$ cat src/shared/dtrc_pkg.sv
// shared constants and types for the two-channel dma transfer request control block
// Behaviour
// - special register area or waited memory adds one bus cycle per access
// - every bus cycle of a transfer lasts one clock period
// - destination writes obey the same width, parity and wait rules as reads
// - any mix of even and odd source and destination addresses is accepted
// - byte unit: one read, one write; word: two reads if source odd, two writes if destination odd, two each on 8-bit bus
// - cycles per unit equal reads times j plus writes times k; j,k are 1, 2 or 3
// - writing one to the activation bit makes the channel active
// - first transfer after activation loads working pointer from forward pointer
// - first transfer after activation copies counter reload into working counter
// - rewriting one while active restarts with both reloads again
// - each channel takes requests only from its software-chosen source
// - sources: peripheral interrupt request, software trigger, external interrupt pin
// - request flag sets on selected request whether active or not
// - request flag clears just before the serving transfer begins
// - software may clear the request flag; writing one does nothing
// - active channel starts at once, so flag reads mostly zero; enable shows activity
// - each unit is a source read cycle followed by a destination write cycle
// - simultaneous requests: channel 0 first, one processor access, then channel 1
package dtrc_pkg;

	localparam int NUM_CH = 2;
	localparam int ADDR_W = 20;
	localparam int CNT_W  = 16;
	localparam int DATA_W = 16;

	// memory area class of an access, sets the coefficient j or k
	localparam logic [1:0] AREA_NOWAIT  = 2'h0;
	localparam logic [1:0] AREA_WAITED  = 2'h1;
	localparam logic [1:0] AREA_SPECIAL = 2'h2;
	localparam logic [1:0] AREA_MUX     = 2'h3;

	// bus cycles per access for each area class
	localparam logic [1:0] COEF_NOWAIT = 2'h1;
	localparam logic [1:0] COEF_WAITED = 2'h2;
	localparam logic [1:0] COEF_MUX    = 2'h3;

	// request source selection codes
	localparam logic [1:0] SRC_SOFTWARE   = 2'h0;
	localparam logic [1:0] SRC_PERIPHERAL = 2'h1;
	localparam logic [1:0] SRC_EXTERNAL   = 2'h2;
	localparam logic [1:0] SRC_NONE       = 2'h3;

	// reset values
	localparam logic                RST_ENABLE = 1'b0;
	localparam logic                RST_FLAG   = 1'b0;
	localparam logic [ADDR_W-1:0]   RST_PTR    = 20'h00000;
	localparam logic [CNT_W-1:0]    RST_COUNT  = 16'h0000;
	localparam logic [DATA_W-1:0]   RST_DATA   = 16'h0000;
	localparam logic [1:0]          RST_WAIT   = 2'h0;

	// pointer steps per transfer unit
	localparam logic [ADDR_W-1:0]   STEP_BYTE  = 20'h00001;
	localparam logic [ADDR_W-1:0]   STEP_WORD  = 20'h00002;
	localparam logic [CNT_W-1:0]    COUNT_ONE  = 16'h0001;

	typedef enum logic [1:0] {
		ST_IDLE,
		ST_READ,
		ST_WRITE,
		ST_CPU_SLOT
	} dtrc_state_t;

endpackage

$ cat src/logic/dtrc_dma_transfer_request_control.sv
// two-channel dma engine: request flags, activation reloads and read/write bus sequencing
`timescale 1ns/10ps
`default_nettype none

module dtrc_dma_transfer_request_control (
	input  wire logic                                          clock,
	input  wire logic                                          rst,
	// device mode straps
	input  wire logic                                          expansionMode,
	input  wire logic                                          byteBus,
	// per-channel software control
	input  wire logic [dtrc_pkg::NUM_CH-1:0]                   enableSet,
	input  wire logic [dtrc_pkg::NUM_CH-1:0]                   enableClear,
	input  wire logic [dtrc_pkg::NUM_CH-1:0]                   requestClear,
	input  wire logic [dtrc_pkg::NUM_CH-1:0][1:0]              requestSelect,
	input  wire logic [dtrc_pkg::NUM_CH-1:0]                   transfer_unit_size_select,
	input  wire logic [dtrc_pkg::NUM_CH-1:0]                   sourceForward,
	input  wire logic [dtrc_pkg::NUM_CH-1:0][dtrc_pkg::ADDR_W-1:0] sourcePointer,
	input  wire logic [dtrc_pkg::NUM_CH-1:0][dtrc_pkg::ADDR_W-1:0] destPointer,
	input  wire logic [dtrc_pkg::NUM_CH-1:0][dtrc_pkg::CNT_W-1:0]  countReload,
	input  wire logic [dtrc_pkg::NUM_CH-1:0][1:0]              sourceArea,
	input  wire logic [dtrc_pkg::NUM_CH-1:0][1:0]              destArea,
	// request sources
	input  wire logic [dtrc_pkg::NUM_CH-1:0]                   softwareTrigger,
	input  wire logic [dtrc_pkg::NUM_CH-1:0]                   peripheralIrq,
	input  wire logic [dtrc_pkg::NUM_CH-1:0]                   externalIntPin,
	// per-channel status
	output logic      [dtrc_pkg::NUM_CH-1:0]                   channelActive,
	output logic      [dtrc_pkg::NUM_CH-1:0]                   requestFlag,
	output logic      [dtrc_pkg::NUM_CH-1:0][dtrc_pkg::ADDR_W-1:0] workPointer,
	output logic      [dtrc_pkg::NUM_CH-1:0][dtrc_pkg::CNT_W-1:0]  workCount,
	output logic      [dtrc_pkg::NUM_CH-1:0]                   unitDone,
	// system bus master side
	output logic                                               busOwned,
	output logic                                               busRead,
	output logic                                               busWrite,
	output logic                                               busByteAccess,
	output logic      [dtrc_pkg::ADDR_W-1:0]                   busAddr,
	output logic      [dtrc_pkg::DATA_W-1:0]                   busWrData,
	input  wire logic [dtrc_pkg::DATA_W-1:0]                   busRdData
);

	dtrc_pkg::dtrc_state_t           state_reg;
	logic                            chan_reg;
	logic                            accessIdx_reg;
	logic [1:0]                      waitCnt_reg;
	logic [dtrc_pkg::DATA_W-1:0]     data_reg;
	logic [dtrc_pkg::NUM_CH-1:0]     enable_reg;
	logic [dtrc_pkg::NUM_CH-1:0]     flag_reg;
	logic [dtrc_pkg::NUM_CH-1:0]     pinPrev_reg;
	logic [dtrc_pkg::NUM_CH-1:0]     reloadPending_reg;
	logic [dtrc_pkg::NUM_CH-1:0][dtrc_pkg::ADDR_W-1:0] ptr_reg;
	logic [dtrc_pkg::NUM_CH-1:0][dtrc_pkg::CNT_W-1:0]  count_reg;

	logic [dtrc_pkg::NUM_CH-1:0]     ready;
	logic [dtrc_pkg::NUM_CH-1:0]     startPulse;
	logic [dtrc_pkg::NUM_CH-1:0]     selectedRequest;
	logic                            startGo;
	logic                            pickChan;
	logic                            unitByte;
	logic [dtrc_pkg::ADDR_W-1:0]     srcAddr;
	logic [dtrc_pkg::ADDR_W-1:0]     dstAddr;
	logic [dtrc_pkg::ADDR_W-1:0]     baseAddr;
	logic [1:0]                      coef;
	logic                            twoAccess;
	logic                            lastWait;
	logic                            lastAccess;
	logic                            finishUnit;

	// bus cycles per access from the area class
	function automatic logic [1:0] area_coef(input logic [1:0] area);
		unique case (area)
			dtrc_pkg::AREA_NOWAIT:  area_coef = dtrc_pkg::COEF_NOWAIT;
			dtrc_pkg::AREA_WAITED:  area_coef = dtrc_pkg::COEF_WAITED;
			dtrc_pkg::AREA_SPECIAL: area_coef = dtrc_pkg::COEF_WAITED;
			dtrc_pkg::AREA_MUX:     area_coef = dtrc_pkg::COEF_MUX;
		endcase
	endfunction

	// a word splits into two byte accesses when odd or on the narrow bus
	function automatic logic needs_two(input logic isByte, input logic addrLsb,
			input logic narrow);
		needs_two = !isByte && (addrLsb || narrow);
	endfunction

	// per-channel request, activation, pointer and counter state
	generate
		for (genvar i = 0; i < dtrc_pkg::NUM_CH; i++) begin : g_chan
			// only the selected source can raise this channel's request
			always_comb begin
				unique case (requestSelect[i])
					dtrc_pkg::SRC_SOFTWARE:   selectedRequest[i] = softwareTrigger[i];
					dtrc_pkg::SRC_PERIPHERAL: selectedRequest[i] = peripheralIrq[i];
					dtrc_pkg::SRC_EXTERNAL:   selectedRequest[i] = externalIntPin[i]
						&& !pinPrev_reg[i];
					dtrc_pkg::SRC_NONE:       selectedRequest[i] = 1'b0;
				endcase
			end

			// leading edge detector for the external pin; runs under any selection,
			// so a select change never sees a stale edge left from an earlier pin level
			always_ff @(posedge clock) begin
				if (rst) begin
					pinPrev_reg[i] <= 1'b0;
				end else begin
					pinPrev_reg[i] <= externalIntPin[i];
				end
			end

			// request flag: set wins over both hardware and software clear
			always_ff @(posedge clock) begin
				if (rst) begin
					flag_reg[i] <= dtrc_pkg::RST_FLAG;
				end else if (selectedRequest[i]) begin
					flag_reg[i] <= 1'b1;
				end else if (startPulse[i] || requestClear[i]) begin
					flag_reg[i] <= 1'b0;
				end
			end

			// activation bit; a fresh write also arms both reloads for the next start
			always_ff @(posedge clock) begin
				if (rst) begin
					enable_reg[i]        <= dtrc_pkg::RST_ENABLE;
					reloadPending_reg[i] <= 1'b0;
				end else begin
					if (enableSet[i]) begin
						enable_reg[i]        <= 1'b1;
						reloadPending_reg[i] <= 1'b1;
					end else begin
						if (enableClear[i]) begin
							enable_reg[i] <= 1'b0;
						end else if (finishUnit && chan_reg == 1'(i)
								&& count_reg[i] == dtrc_pkg::COUNT_ONE) begin
							enable_reg[i] <= 1'b0;  // count exhausted
						end
						if (startPulse[i]) begin
							reloadPending_reg[i] <= 1'b0;
						end
					end
				end
			end

			// working pointer and counter: reload at first start, step after each unit
			always_ff @(posedge clock) begin
				if (rst) begin
					ptr_reg[i]   <= dtrc_pkg::RST_PTR;
					count_reg[i] <= dtrc_pkg::RST_COUNT;
				end else if (startPulse[i] && reloadPending_reg[i]) begin
					ptr_reg[i]   <= sourceForward[i] ? sourcePointer[i] : destPointer[i];
					count_reg[i] <= countReload[i];
				end else if (finishUnit && chan_reg == 1'(i)) begin
					ptr_reg[i]   <= ptr_reg[i] + (transfer_unit_size_select[i]
						? dtrc_pkg::STEP_BYTE : dtrc_pkg::STEP_WORD);
					count_reg[i] <= count_reg[i] - dtrc_pkg::COUNT_ONE;
				end
			end

			assign ready[i]      = enable_reg[i] && flag_reg[i];
			assign startPulse[i] = startGo && (pickChan == 1'(i));
			assign unitDone[i]   = finishUnit && (chan_reg == 1'(i));
		end
	endgenerate

	// channel 0 wins when both are pending in the same cycle
	assign pickChan = !ready[0];
	assign startGo  = (state_reg == dtrc_pkg::ST_IDLE) && (|ready);

	// addresses: the forward side uses the working pointer, the other stays fixed
	assign unitByte = transfer_unit_size_select[chan_reg];
	assign srcAddr  = sourceForward[chan_reg] ? ptr_reg[chan_reg] : sourcePointer[chan_reg];
	assign dstAddr  = sourceForward[chan_reg] ? destPointer[chan_reg] : ptr_reg[chan_reg];

	// the write phase is timed by exactly the same rules as the read phase
	always_comb begin
		if (state_reg == dtrc_pkg::ST_WRITE) begin
			baseAddr = dstAddr;
			coef     = area_coef(destArea[chan_reg]);
		end else begin
			baseAddr = srcAddr;
			coef     = area_coef(sourceArea[chan_reg]);
		end
	end

	assign twoAccess  = needs_two(unitByte, baseAddr[0], byteBus && expansionMode);
	assign lastWait   = (waitCnt_reg == coef - 2'h1);
	assign lastAccess = (accessIdx_reg == twoAccess);
	assign finishUnit = (state_reg == dtrc_pkg::ST_WRITE) && lastWait && lastAccess;

	// sequencer: read accesses, write accesses, then one cycle back to the processor
	always_ff @(posedge clock) begin
		if (rst) begin
			state_reg <= dtrc_pkg::ST_IDLE;
			chan_reg  <= 1'b0;
		end else begin
			unique case (state_reg)
				dtrc_pkg::ST_IDLE: begin
					if (startGo) begin
						state_reg <= dtrc_pkg::ST_READ;
						chan_reg  <= pickChan;
					end
				end
				dtrc_pkg::ST_READ: begin
					if (lastWait && lastAccess) begin
						state_reg <= dtrc_pkg::ST_WRITE;
					end
				end
				dtrc_pkg::ST_WRITE: begin
					if (lastWait && lastAccess) begin
						state_reg <= dtrc_pkg::ST_CPU_SLOT;
					end
				end
				dtrc_pkg::ST_CPU_SLOT: begin
					state_reg <= dtrc_pkg::ST_IDLE;
				end
			endcase
		end
	end

	// access and wait counters; each bus cycle is one clock
	always_ff @(posedge clock) begin
		if (rst) begin
			waitCnt_reg   <= dtrc_pkg::RST_WAIT;
			accessIdx_reg <= 1'b0;
		end else if (state_reg == dtrc_pkg::ST_READ || state_reg == dtrc_pkg::ST_WRITE) begin
			if (lastWait) begin
				waitCnt_reg   <= dtrc_pkg::RST_WAIT;
				accessIdx_reg <= lastAccess ? 1'b0 : 1'b1;
			end else begin
				waitCnt_reg <= waitCnt_reg + 2'h1;
			end
		end else begin
			waitCnt_reg   <= dtrc_pkg::RST_WAIT;
			accessIdx_reg <= 1'b0;
		end
	end

	// read data capture; split accesses carry one byte each on the low lane
	always_ff @(posedge clock) begin
		if (rst) begin
			data_reg <= dtrc_pkg::RST_DATA;
		end else if (state_reg == dtrc_pkg::ST_READ && lastWait) begin
			if (!twoAccess) begin
				data_reg <= unitByte ? {8'h00, busRdData[7:0]} : busRdData;
			end else if (!accessIdx_reg) begin
				data_reg[7:0] <= busRdData[7:0];
			end else begin
				data_reg[15:8] <= busRdData[7:0];
			end
		end
	end

	// bus drive: the split second access goes to the following byte address
	assign busOwned      = (state_reg == dtrc_pkg::ST_READ) || (state_reg == dtrc_pkg::ST_WRITE);
	assign busRead       = (state_reg == dtrc_pkg::ST_READ);
	assign busWrite      = (state_reg == dtrc_pkg::ST_WRITE);
	assign busByteAccess = busOwned && (unitByte || twoAccess);
	assign busAddr       = busOwned ? baseAddr + {19'h00000, accessIdx_reg} : dtrc_pkg::RST_PTR;
	assign busWrData     = !busWrite ? dtrc_pkg::RST_DATA
		: (twoAccess && accessIdx_reg) ? {8'h00, data_reg[15:8]} : data_reg;

	// status shown to software: activity lives in the enable bit, not the flag
	assign channelActive = enable_reg;
	assign requestFlag   = flag_reg;
	assign workPointer   = ptr_reg;
	assign workCount     = count_reg;

endmodule

`default_nettype wire

$ cat config.mk
export PLATFORM = sky130hd
export DESIGN_NAME = dtrc_dma_transfer_request_control
export DESIGN_NICKNAME = d
export VERILOG_FILES = /design/src/shared/dtrc_pkg.sv /design/src/logic/dtrc_dma_transfer_request_control.sv
export SDC_FILE = /design/constraint.sdc
export NUM_CORES = 1
export LEC_CHECK = 0
export BUFFER_PORTS_ARGS = -buffer_cell sky130_fd_sc_hd__buf_4
export CORE_UTILIZATION = 51
export DETAILED_ROUTE_END_ITERATION = 8
export PLACE_DENSITY = 0.87
export SETUP_SLACK_MARGIN = 0.4
export SYNTH_ARGS = -nofsm -noshare
export SYNTH_HDL_FRONTEND = slang
export SYNTH_SLANG_ARGS = --single-unit
export TNS_END_PERCENT = 50
$ cat constraint.sdc
create_clock -name clock -period 5.1 [get_ports clock]
set_clock_uncertainty 0.1 [all_clocks]
set_input_delay 0 -clock clock [delete_from_list [all_inputs] [get_ports clock]]
set_output_delay 0 -clock clock [all_outputs]
set_load 0.005 [all_outputs]
# Word level (Yosys, flattened, before mapping)
# Index checks and enable logic that the tools add are counted.
[totals]
wordCells = 164
in_bits = 160
ff_bits = 102
out_inout_bits = 118
[op_classes]
bitwise = 2
reduce_logical = 52
magnitude_cmp = 1
n_addsub = 7
eq_ne = 24
mux = 60
[ops]
columns = ["op", "n"]
rows = [
  ["two-way mux 20 bit", 16],
  ["two-way mux 16 bit", 8],
  ["adder 20 x 2 -> 20 bit", 2],
  ["== test 16 x 1 -> 1 bit (second input constant)", 2],
  ["subtractor 16 x 1 -> 16 bit (second input constant)", 2],
  ["logical AND 1 bit", 21],
  ["adder 20 x 1 -> 20 bit", 1],
  ["== test 2 bit (second input constant)", 10],
  ["two-way mux 2 bit", 10],
  ["two-way mux 1 bit", 19],
  ["two-way mux 8 bit", 2],
  ["one-hot mux 2 bit (3 select lines)", 2],
  ["nonzero test 2 bit", 6],
  ["== test 2 x 1 -> 1 bit (second input constant)", 5],
  ["zero test 2 bit", 5],
  ["one-hot mux 1 bit (4 select lines)", 2],
  ["one-hot mux 2 bit (4 select lines)", 1],
  ["OR reduction 2 bit", 4],
  ["inequality test 2 bit (second input constant)", 3],
  ["AND reduction 2 bit", 3],
  ["nonzero test 3 bit", 2],
  ["logical OR 1 bit", 5],
  ["zero test 1 bit", 4],
  ["inequality test 2 x 1 -> 1 bit (second input constant)", 2],
  ["other kinds (8)", 9],
]

# Longest topological paths before layout
# Gate-level depths: netlist of run 1.
[logic_depth]
word_depth = 15
ltp_mapped = 19
ltp_nobuf = 14

# Worst setup path after synthesis of run 1
# Ideal clock, no wire load.
[synth_timing]
kind = "flip-flop to flip-flop"
from = "register state_reg[0]"
to = "register count_reg, in the netlist workCount[21]"
synth_period_minus_slack_ps = 3817
arrival_time_ps = 3631
setup_time_ps = 86
required_time_ps = 4914
path_buffers = 5
path_stages_with_launch = 19
slack_ps = 1283
path_cell_list = "dfxtp_1 > inv_1 > ha_1 > buf_6 > buf_2 > buf_2 > or3_1 > o221ai_1 > mux2i_1 > a21o_1 > buf_2 > nor2b_1 > ha_1 > and3_1 > buf_1 > nand3_1 > or4_1 > xor2_1 > a211oi_1"
[synth_between]
elab_chain_cells = 8
elab_cells_between_ends = 17
classes_between = "1 x add/sub; 3 x eq/ne; 3 x mux; 10 x reduce/logical"
[synth_rtl]
columns = ["item", "line_no", "text"]
rows = [
  ["from (decl)", "dtrc_dma_transfer_request_control.sv:43", "dtrc_pkg::dtrc_state_t state_reg;"],
  ["from (signal assigned)", "dtrc_dma_transfer_request_control.sv:193", "state_reg <= dtrc_pkg::ST_IDLE;"],
  ["from (signal assigned)", "dtrc_dma_transfer_request_control.sv:199", "state_reg <= dtrc_pkg::ST_READ;"],
  ["from (signal assigned)", "dtrc_dma_transfer_request_control.sv:205", "state_reg <= dtrc_pkg::ST_WRITE;"],
  ["== test 2 bit (*)", "n/a", ""],
  ["net busWrite", "dtrc_dma_transfer_request_control.sv:36", "output logic busWrite,"],
  ["two-way mux 2 bit or two-way mux 20 bit (tied branches)", "dtrc_dma_transfer_request_control.sv:176", "if (state_reg == dtrc_pkg::ST_WRITE) begin"],
  ["subtractor 2 x 1 -> 2 bit or logical OR 1 bit (tied branches)", "dtrc_dma_transfer_request_control.sv:186, dtrc_dma_transfer_request_control.sv:83", ""],
  ["== test 2 bit or logical AND 1 bit (tied branches)", "dtrc_dma_transfer_request_control.sv:186, dtrc_dma_transfer_request_control.sv:83", ""],
  ["logical AND 1 bit or == test 1 bit (tied branches)", "dtrc_dma_transfer_request_control.sv:188, dtrc_dma_transfer_request_control.sv:187", ""],
  ["logical AND 1 bit (*)", "dtrc_dma_transfer_request_control.sv:188", "assign finishUnit = (state_reg == dtrc_pkg::ST_WRITE) && lastWait && lastAccess;"],
  ["logical AND 1 bit (*)", "dtrc_dma_transfer_request_control.sv:152", "end else if (finishUnit && chan_reg == 1'(i)) begin"],
  ["nonzero test 2 bit (no line) (*)", "n/a", ""],
  ["to (signal, indexed assignment)", "dtrc_dma_transfer_request_control.sv:148", "count_reg[i] <= dtrc_pkg::RST_COUNT;"],
  ["to (signal, indexed assignment)", "dtrc_dma_transfer_request_control.sv:151", "count_reg[i] <= countReload[i];"],
  ["to (signal, indexed assignment)", "dtrc_dma_transfer_request_control.sv:155", "count_reg[i] <= count_reg[i] - dtrc_pkg::COUNT_ONE;"],
  ["to (decl)", "dtrc_dma_transfer_request_control.sv:53", "logic [dtrc_pkg::NUM_CH-1:0][dtrc_pkg::CNT_W-1:0] count_reg;"],
]
# Mark *: on every way through the listed nets, which the timed path passes. The rest lies on a longest branch.
# A chain may end at the register's enable or synchronous reset.

# Worst setup path after layout of run 1
[layout_timing]
from = "register state_reg[0]"
to = "register enable_reg, in the netlist channelActive[1]"
[layout_between]
elab_chain_cells = 9
elab_cells_between_ends = 13
classes_between = "1 x add/sub; 3 x eq/ne; 2 x mux; 7 x reduce/logical"
[layout_rtl]
columns = ["item", "line_no", "text"]
rows = [
  ["== test 2 bit (*)", "dtrc_dma_transfer_request_control.sv:176, dtrc_dma_transfer_request_control.sv:188", ""],
  ["two-way mux 2 bit or two-way mux 20 bit (tied branches)", "dtrc_dma_transfer_request_control.sv:176", ""],
  ["subtractor 2 x 1 -> 2 bit or logical OR 1 bit (tied branches)", "dtrc_dma_transfer_request_control.sv:186, dtrc_dma_transfer_request_control.sv:83", ""],
  ["== test 2 bit or logical AND 1 bit (tied branches)", "dtrc_dma_transfer_request_control.sv:186, dtrc_dma_transfer_request_control.sv:83", ""],
  ["logical AND 1 bit or == test 1 bit (tied branches)", "dtrc_dma_transfer_request_control.sv:188, dtrc_dma_transfer_request_control.sv:187", ""],
  ["logical AND 1 bit (*)", "dtrc_dma_transfer_request_control.sv:188", ""],
  ["logical AND 1 bit (*)", "dtrc_dma_transfer_request_control.sv:133", "end else if (finishUnit && chan_reg == 1'(i)"],
  ["logical AND 1 bit (*)", "dtrc_dma_transfer_request_control.sv:134", "&& count_reg[i] == dtrc_pkg::COUNT_ONE) begin"],
  ["nonzero test 3 bit (no line) (*)", "n/a", ""],
  ["to (signal, indexed assignment)", "dtrc_dma_transfer_request_control.sv:124", "enable_reg[i] <= dtrc_pkg::RST_ENABLE;"],
  ["to (decl)", "dtrc_dma_transfer_request_control.sv:48", "logic [dtrc_pkg::NUM_CH-1:0] enable_reg;"],
]
# Mark *: on every way between the ends. The rest lies on a longest branch, timed or not.

==> results of run 1 <==
tightest hold or removal path, delay by kind of cell:
kind	cells	cell delay [ns]
AO/OA/AOI/OAI	2	0.23
buffers and inverters	1	0.08
AND/OR/NAND/NOR	1	0.12
what timing repair did:
item                                   CTS  global route
resized for setup                        0             3
hold buffers                           102             0
setup endpoints to repair                0             1
endpoints found under the hold margin   94             0
report_power, final:
part | internal (mW) | switching [mW]
clock | 0.533 | 0.332
sequential | 0.835 | 0.0520
combinational | 0.480 | 0.518
total | 1.85 | 0.902
worst min path at each step:
stage                                            start                    to  slack, ns  depth (start not counted)
after detailed placement             externalIntPin[0]        pinPrev_reg[0]       0.12                          2
after global routing                 sourcePointer[10]       workPointer[10]       0.06                          3
final                                  destPointer[35]       workPointer[35]       0.03                          4
after floorplan                           enableSet[0]  reloadPending_reg[0]       0.02                          2
after global placement                    enableSet[0]      channelActive[0]       0.12                          3
after CTS                 transfer_unit_size_select[0]        workPointer[0]       0.03                          4
cell usage after synthesis (6+ instances only):
library cell  count  area share (%)
a211oi_1         95             9.1
a21oi_1          19             1.2
a2bb2oi_1         8            0.90
a311oi_1          8            0.90
a31oi_1           9            0.72
and2_1           14             1.1
and3_1            7            0.56
buf_2            11            0.71
clkbuf_1         40             1.9
dfxtp_1         102              26
ha_1             18             2.9
inv_1            27             1.3
mux2_2            7             1.0
mux2i_1         108              14
nand2_1          34             1.6
nand3_1          25             1.6
nand3b_1          6            0.58
nand4_1          12            0.96
nor2_1           96             4.6
nor2b_1          48             3.8
nor3_1           31             2.0
nor4_1            8            0.64
o21ai_0          16             1.0
o221ai_1         16             1.8
or3_1            31             2.5
xnor2_1          39             4.4
xor2_1           29             3.3
cell families after synthesis:
| family | share of synthesized area [%] |
|---|---|
| AOI/OAI and AO/OA | 16.6 |
| xor gates and xnor gates | 8.26 |
| adders and majority gates | 3.40 |
| buffers and inverters | 4.99 |
| DFF | 26.2 |
| muxes | 15.9 |
| and+or+nand+nor | 24.7 |
routing by layer:
layer / vias up / wire [microns] / part of all wire (%)
li1: 4093 / - / -
met4: 0 / 1280 / 4.5
met1: 4141 / 11200 / 40
met3: 114 / 2240 / 8.0
met5: - / 0 / 0
met2: 503 / 13400 / 48
cell usage in the layout (no fill, tap or decap), drive strengths merged, types with 3 or more instances in the layout:
cell type,netlist,final
a211oi,95,95
a21o,4,4
a21oi,19,19
a2bb2oi,8,8
a311oi,8,8
a31oi,9,9
and2,14,14
and3,7,7
and4,5,5
buf,22,283
bufinv,0,4
clkbuf,40,9
dfxtp,102,102
dlygate4sd3,0,102
ha,18,18
inv,27,29
mux2,8,8
mux2i,111,111
nand2,34,34
nand3,27,27
nand3b,7,7
nand4,15,15
nand4b,3,3
nor2,98,98
nor2b,48,48
nor3,31,31
nor3b,3,3
nor4,12,12
o21ai,17,17
o221ai,16,16
or2,5,5
or3,31,31
xnor2,42,42
xor2,29,29
through the flow:
step	hold WS (ns)	cell area, sq um
after global routing	0.0628	11300
after global placement	0.116	9890
after detailed placement	0.125	9890
after floorplan	0.0174	7800
after CTS	0.0253	11300
final	0.0282	11300
final cells by class:
type | instances | share of cell area [%]
Timing Repair Buffer | 385 | 27.9
Clock buffer | 9 | 2.00
Sequential cell | 102 | 18.1
Multi-Input combinational cell | 740 | 47.8
Clock inverter | 7 | 1.26
Inverter | 28 | 0.931
Tap cell | 184 | 2.04
==> results by stage, run 1 <==
Synthesis:
- The number of nets in the synthesized netlist is 1112.
- The fraction of the yosys area taken by sequential cells is 26.2%.
- Dividing the synthesized area by the synthesized cell count gives 8.37 sq um.
- In the synthesized netlist the async set-or-reset flop fraction comes to 0%.
- The netlist uses 61 different library cells.
- Counting flops with a built-in enable in the synthesized netlist gives 0.
- The number of synthesized register bits is 102.
- The leading register cell type out of synthesis is dfxtp_1.
- The post-synthesis instance total is 932.
- During synthesis, Yosys emitted a total of 0 warnings.
- The mapped netlist covers 7800 sq um.

Routing:
- The pre-antenna-repair detailed-routing pass consisted of 7 iterations.
- The number of antenna-violating nets in the routed design is 0.
- The routed via count divided by cell count is 6.08.
- After the first detailed-routing iteration, the DRC count stood at 872.
- The final routed wirelength across all metal layers is 28.2 mm.
- The total DRC errors in the routed layout is 0.
- In the final routed layout, each cell accounts on average for 19.3 microns.
- The detailed router placed 8851 vias in this run.

Floorplanning:
- The row count is 44.
- The die width is 126 microns.
- 278 I/O pins were placed.
- The die covers 15800 sq um.
- The initial utilization of the core area, before any placement, comes to 52.9%.
- After floorplanning, the core was sized to cover 14800 sq um.
- The vertical die dimension is 126 microns.

Timing:
- After layout, the worst path uses 86.7% of the clock period.
- The count of pins over their slew limit is 0.
- Setup repair after global routing left no endpoint under its margin.
- The clock period minus worst slack is 4.42 ns.
- The sum of negative setup slack is 0 ns.
- The number of hold violations in the final report came to 0.
- The slew at the pin with the worst max-slew slack is 1.21 ns.
- The number of setup violations in the final report is 0.
- The worst slew margin relative to its limit is 17.4%.
- Once routing completed, OpenROAD measured the worst setup slack at 0.678 ns.
- The upper clock frequency limit is 0.226 GHz.

Worst setup path:
- The top fanout value on the critical path is 27.
- Following the worst setup path forward leads to its endpoint at channelActive[1].
- In this run the register-to-register setup slack is 0.68 ns.
- The type of element launching the critical path is a flip-flop.
- The delay of the slowest critical-path stage is 0.57 ns.
- The worst setup path category is reg2reg.
- The worst path arrival time is 4.56 ns.
- In this run the critical register-to-register path is captured at channelActive[1].
- Data on the critical path is required at its endpoint by 5.24 ns.
- The type of destination of the critical path is a flip-flop.
- The slowest cell on the critical path is dlygate4sd3_1.
- In this run the worst setup path begins at state_reg[0].
- The signal on the critical path passes through inv_1, ha_2, buf_6, nand2_1, o221ai_1, mux2i_1, a21o_2, nor2b_1, ha_1, and3_2, and4b_1, nand4_1, a31oi_1, dlygate4sd3_1, nor2_1.
- The cell depth of the worst flop-to-flop path is 15.
- The critical path's top delay family is simple AND/OR/NAND/NOR gates.
- The total buffers and inverters traversed by the critical path is 3.
- The critical path crosses 15 cells after its start point.
- The launching point of the worst reg2reg path is state_reg[0].

Placement:
- The total half-perimeter wirelength after legalization and detailed placement is 19.1 mm.
- The number of placed instances, taps included, is 1337.
- The worst-case setup slack after placement is 0.780 ns.
- At the end of routability-driven placement, the weighted congestion stood at 0.919.
- Port buffering added 277 buffers.

CTS:
- TritonCTS built the clock tree.
- The H-tree was split into 3 levels.
- The clock latency of the later-clocked register in the worst-skew pair is 0.36 ns.
- Clock-pin slew was measured on the worst setup and hold paths at 0.07 ns.
- The tree is rooted in a clkbuf_16.
- The buffer depth of the longest clock path is 2.
- Once the clock tree was built, the setup fixing pass inserted 0 buffers.
- The number of sinks driven by the clock tree is 102.
- Clock tree synthesis inserted a total of 9 buffers.

Global routing:
- After global routing, the most crowded layer is met2.
- The global-route total usage across every layer is 35.3%.
- The global-route wire length before repair is 44.6 mm.
- Global routing consumed, on the met1 layer, 42.2% of the routing resources.
- The global-route met2 utilization is 60.8%.
- Global routing used 6.07% of the available met3 tracks.
- Entering global routing, the biggest net connects 61 pins.
- The initial antenna violation count was 0.
- The via count of the first global-routing pass is 8572.
- The total overflow reported by the global router is 0.

Cells and area:
- The area overhead of the layout relative to synthesis is 44.7%.
- Fill cells in the final layout number 1027.
- The post-route core utilization is 76.5%.
- The flip-flop count of the largest register, all copies and words added is 40.
- The final net count is 1446.
- The count of cells in the finished layout, fillers not included, comes to 1455.
- Registers take 2040 sq um.
- The number of antenna repair diodes is 0.
- In the final layout, the multi-input gates occupy 5390 sq um.
- The post-route netlist has 26.3% of its cells at a drive strength greater than 1.

Power and ir drop:
- Power spread over the standard cell area amounts to 244 nW/um^2.
- In this run the static leakage power is 4.45 nW.
- The design draws 2.75 mW.
- The worst supply voltage drop on vdd is 0.000188 V.

Job:
- The max capacitance violation total is 0.

Run status:
- The run finished with clean final reports.

Hold path:
- In this run the worst hold path is classified as in2reg.
Note: power is estimated with default switching activity, not from simulation.
==> inputs of run 2 (changes only) <==
--- a/config.mk
+++ b/config.mk
@@ -6,9 +6,9 @@
 export NUM_CORES = 1
 export LEC_CHECK = 0
 export BUFFER_PORTS_ARGS = -buffer_cell sky130_fd_sc_hd__buf_4
-export CORE_UTILIZATION = 51
+export CORE_UTILIZATION = 55
 export DETAILED_ROUTE_END_ITERATION = 8
-export PLACE_DENSITY = 0.87
+export PLACE_DENSITY = 0.92
 export SETUP_SLACK_MARGIN = 0.4
 export SYNTH_ARGS = -nofsm -noshare
 export SYNTH_HDL_FRONTEND = slang
==> constraint.sdc (replaced) <==
create_clock -name clock -period 5.4 [get_ports clock]
set_clock_uncertainty 0.1 [all_clocks]
set_input_delay 0 -clock clock [delete_from_list [all_inputs] [get_ports clock]]
set_output_delay 0 -clock clock [all_outputs]
set_load 0.005 [all_outputs]
==> results by stage, run 2 (same netlist as run 1, synthesis figures left out) <==
Run status:
- Result of the run: completed (unchanged).

Timing:
- The worst slew margin relative to its limit is 17.3% (was 17.4%).
- The slew at the pin with the worst max-slew slack was 1.22 ns (was 1.21 ns).
- The sum of negative setup slack is 0 ns (unchanged).
- The upper clock frequency limit is 0.213 GHz (was 0.226 GHz).
- Unrepaired setup endpoints after global routing: no (unchanged).
- The final worst slack is 0.700 ns (was 0.678 ns).
- The count of pins over their slew limit came to 0 (unchanged).
- The clock period minus worst slack is 4.70 ns (was 4.42 ns).
- The number of hold violations in the final report is 0 (unchanged).
- The final critical-path share of the clock period is 87.0% (was 86.7%).
- The number of setup violations in the final report is 0 (unchanged).

Worst setup path:
- The worst path arrival time came to 4.82 ns (was 4.56 ns).
- The type of element launching the critical path was a flip-flop (unchanged).
- The type of destination of the critical path is a flip-flop (unchanged).
- The top fanout value on the critical path was 11 (was 27).
- The worst setup path category was reg2reg (unchanged).
- The critical register-to-register path endpoint is channelActive[1] (unchanged).
- The data required time at the worst endpoint is 5.53 ns (was 5.24 ns).
- The slack of the worst reg-to-reg path was 0.70 ns (was 0.68 ns).
- The cell depth of the worst flop-to-flop path is 14 (was 15).
- The launching point of the worst reg2reg path is state_reg[0] (unchanged).

Cells and area:
- The fill cell total of the finished layout came to 900 (was 1027).
- The number of antenna repair diodes is 0 (unchanged).
- Most used cells in the layout excluding fill and tap cells: 283 x buf_4, 107 x mux2i_1, 101 x dfxtp_1, 99 x dlygate4sd3_1, 96 x nor2_1 (was 282 x buf_4, 107 x mux2i_1, 102 x dlygate4sd3_1, 101 x dfxtp_1, 96 x nor2_1).
- The final non-filler cell total is 1447 (was 1455).
- The flip-flop count of the largest register, all copies and words added came to 40 (unchanged).
- The cell area after layout is 11200 sq um (was 11300 sq um).
- The final net count is 1443 (was 1446).
- The area overhead of the layout relative to synthesis is 43.1% (was 44.7%).
- The post-route core utilization is 80.5% (was 76.5%).
- The ratio of cells with drive above 1 in the final layout is 26.0% (was 26.3%).
- The most common cell after layout, fill and taps aside was buf_4 (unchanged).

Routing:
- The final routed wirelength across all metal layers is 28.7 mm (was 28.2 mm).
- The count of routing violations after the opening detailed-route iteration came to 962 (was 872).
- The number of antenna-violating nets in the routed design is 0 (unchanged).
- The routed length per instance is 19.9 microns (was 19.3 microns).
- The total vias in the final route was 8848 (was 8851).
- The total DRC errors in the routed layout is 0 (unchanged).
- The first-pass iteration count of the detailed router is 5 (was 7).
- The routed via count divided by cell count is 6.11 (was 6.08).

CTS:
- The clock-pin slew on the worst setup and hold paths is 0.07 ns (about the same).
- The buffer depth of the longest clock path is 2 (unchanged).
- The CTS tree is built (unchanged).
- The number of hold-repair buffers added at the cts stage came to 99 (was 102).
- The H-tree depth came to 3 (unchanged).
- The number of sinks driven by the clock tree is 102 (unchanged).
- The count of instances resized after the clock tree is built was 0 (unchanged).
- The number of post-CTS setup repair buffers is 0 (unchanged).
- The number of clock buffers inserted by TritonCTS was 9 (unchanged).
- The clock root buffer master is clkbuf_16 (unchanged).
- The clock latency of the later-clocked register in the worst-skew pair is 0.36 ns (about the same).

Floorplanning:
- The vertical die dimension is 121 microns (was 126 microns).
- The count of pins on the block boundary is 278 (unchanged).
- The area of the core is 13900 sq um (was 14800 sq um).
- The starting utilization of the core area is 56.2% (was 52.9%).
- The die area was 14700 sq um (was 15800 sq um).
- The die width was 121 microns (was 126 microns).
- The row count is 43 (was 44).

Job:
- The max capacitance violation total came to 0 (unchanged).

Hold path:
- The type of the most critical hold path is in2reg (unchanged).
- The hold path endpoint is workPointer[0] (was workPointer[35]).
- The cell count of the worst hold path is 3 (was 4).
- The origin of the worst min-delay path was sourcePointer[0] (was destPointer[35]).

Global routing:
- The maximum number of pins on one net before global-route repair was 69 (was 61).
- The total overflow reported by the global router was 0 (unchanged).
- The global-route wire length before repair was 44.2 mm (was 44.6 mm).
- The initial antenna violation count is 0 (unchanged).
- The global-route total usage across every layer is 38.8% (was 35.3%).
- The via count of the first global-routing pass is 8615 (was 8572).

Placement:
- The worst-case setup slack after placement is 1.00 ns (was 0.780 ns).
- The placed instance count was 1333 (was 1337).
- The last weighted congestion value of the routability-driven placer is 0.946 (was 0.919).
- The port buffer count was 277 (unchanged).
- The total half-perimeter wirelength after legalization and detailed placement is 19.3 mm (was 19.1 mm).
- The total cell area at the placement stage is 9890 sq um (about the same).

Power and ir drop:
- The leakage power is 4.39 nW (was 4.45 nW).
- The worst supply voltage drop on vdd was 0.000182 V (was 0.000188 V).
- The power per cell area is 219 nW/um^2 (was 244 nW/um^2).
==> run 2: changes by cell type in the layout (fill, tap and decap cells not counted), moves of 2 or more <==
cell	delta
clkbuf_1	+2
dlygate4sd3_1	-3
inv_6	-2
bufinv_16	-3
clkinvlp_4	+2
==> run 2: critical path, cell delays in order, from the launching register on <==
cell and delay [ns]:
dfxtp_1 0.37, inv_1 0.10, ha_2 0.30, xnor2_2 0.48
o221ai_1 0.31, mux2i_1 0.30, a21o_1 0.45, nor2b_1 0.25
ha_1 0.22, and3_1 0.35, and4b_1 0.39, nand4_1 0.16
a31oi_1 0.18, dlygate4sd3_1 0.56, nor2_1 0.04
==> run 2: routing by layer <==
| metal | up-vias | GRT usage (%) | share of wire [%] |
|---|---|---|---|
| met5 | - | 0 | 0 |
| met2 | 562 | 67.0 | 49 |
| met1 | 4077 | 43.9 | 37 |
| met3 | 121 | 10.2 | 9.8 |
| li1 | 4088 | - | - |
| met4 | 0 | 19.8 | 4.5 |
==> run 2: per-stage QoR <==
| step | hold slack [ns] | total power, mW |
|---|---|---|
| after global routing | 0.00579 | 2.54 |
| final | 0.00338 | 2.45 |
| after CTS | 0.00120 | 2.41 |
| after floorplan | 0.0174 | 1.37 |
| after global placement | 0.113 | 1.68 |
| after detailed placement | 0.127 | 1.70 |
==> run 2: worst max path at each step <==
| stage | from | endpoint | slack [ns] | cells after the start |
|---|---|---|---|---|
| 6_report | state_reg[0] | channelActive[1] | 0.70 | 14 |
| 3_5_place_dp | state_reg[0] | workCount[8] | 1.00 | 15 |
| 2_1_floorplan | state_reg[0] | workCount[21] | 1.58 | 18 |
| 4_1_cts | state_reg[0] | channelActive[1] | 0.82 | 15 |
| 5_1_grt | state_reg[0] | channelActive[1] | 0.44 | 15 |
| 3_3_place_gp | state_reg[0] | workCount[14] | 1.27 | 15 |
==> run 2: cell type report <==
class / instances / area, sq um / area share (%)
multi-input combinational: 740 / 5390 / 48.3
clock inverter: 3 / 45.0 / 0.403
sequential: 102 / 2040 / 18.3
timing repair buffer: 382 / 3120 / 27.9
inverter: 28 / 105 / 0.941
clock buffer: 12 / 246 / 2.21
tap: 180 / 225 / 2.02
==> run 2: power by group <==
group / leakage (nW) / internal, mW / switching [mW]
registers: 0.826 / 0.789 / 0.0489
clock network: 0.135 / 0.370 / 0.295
logic: 3.43 / 0.452 / 0.495
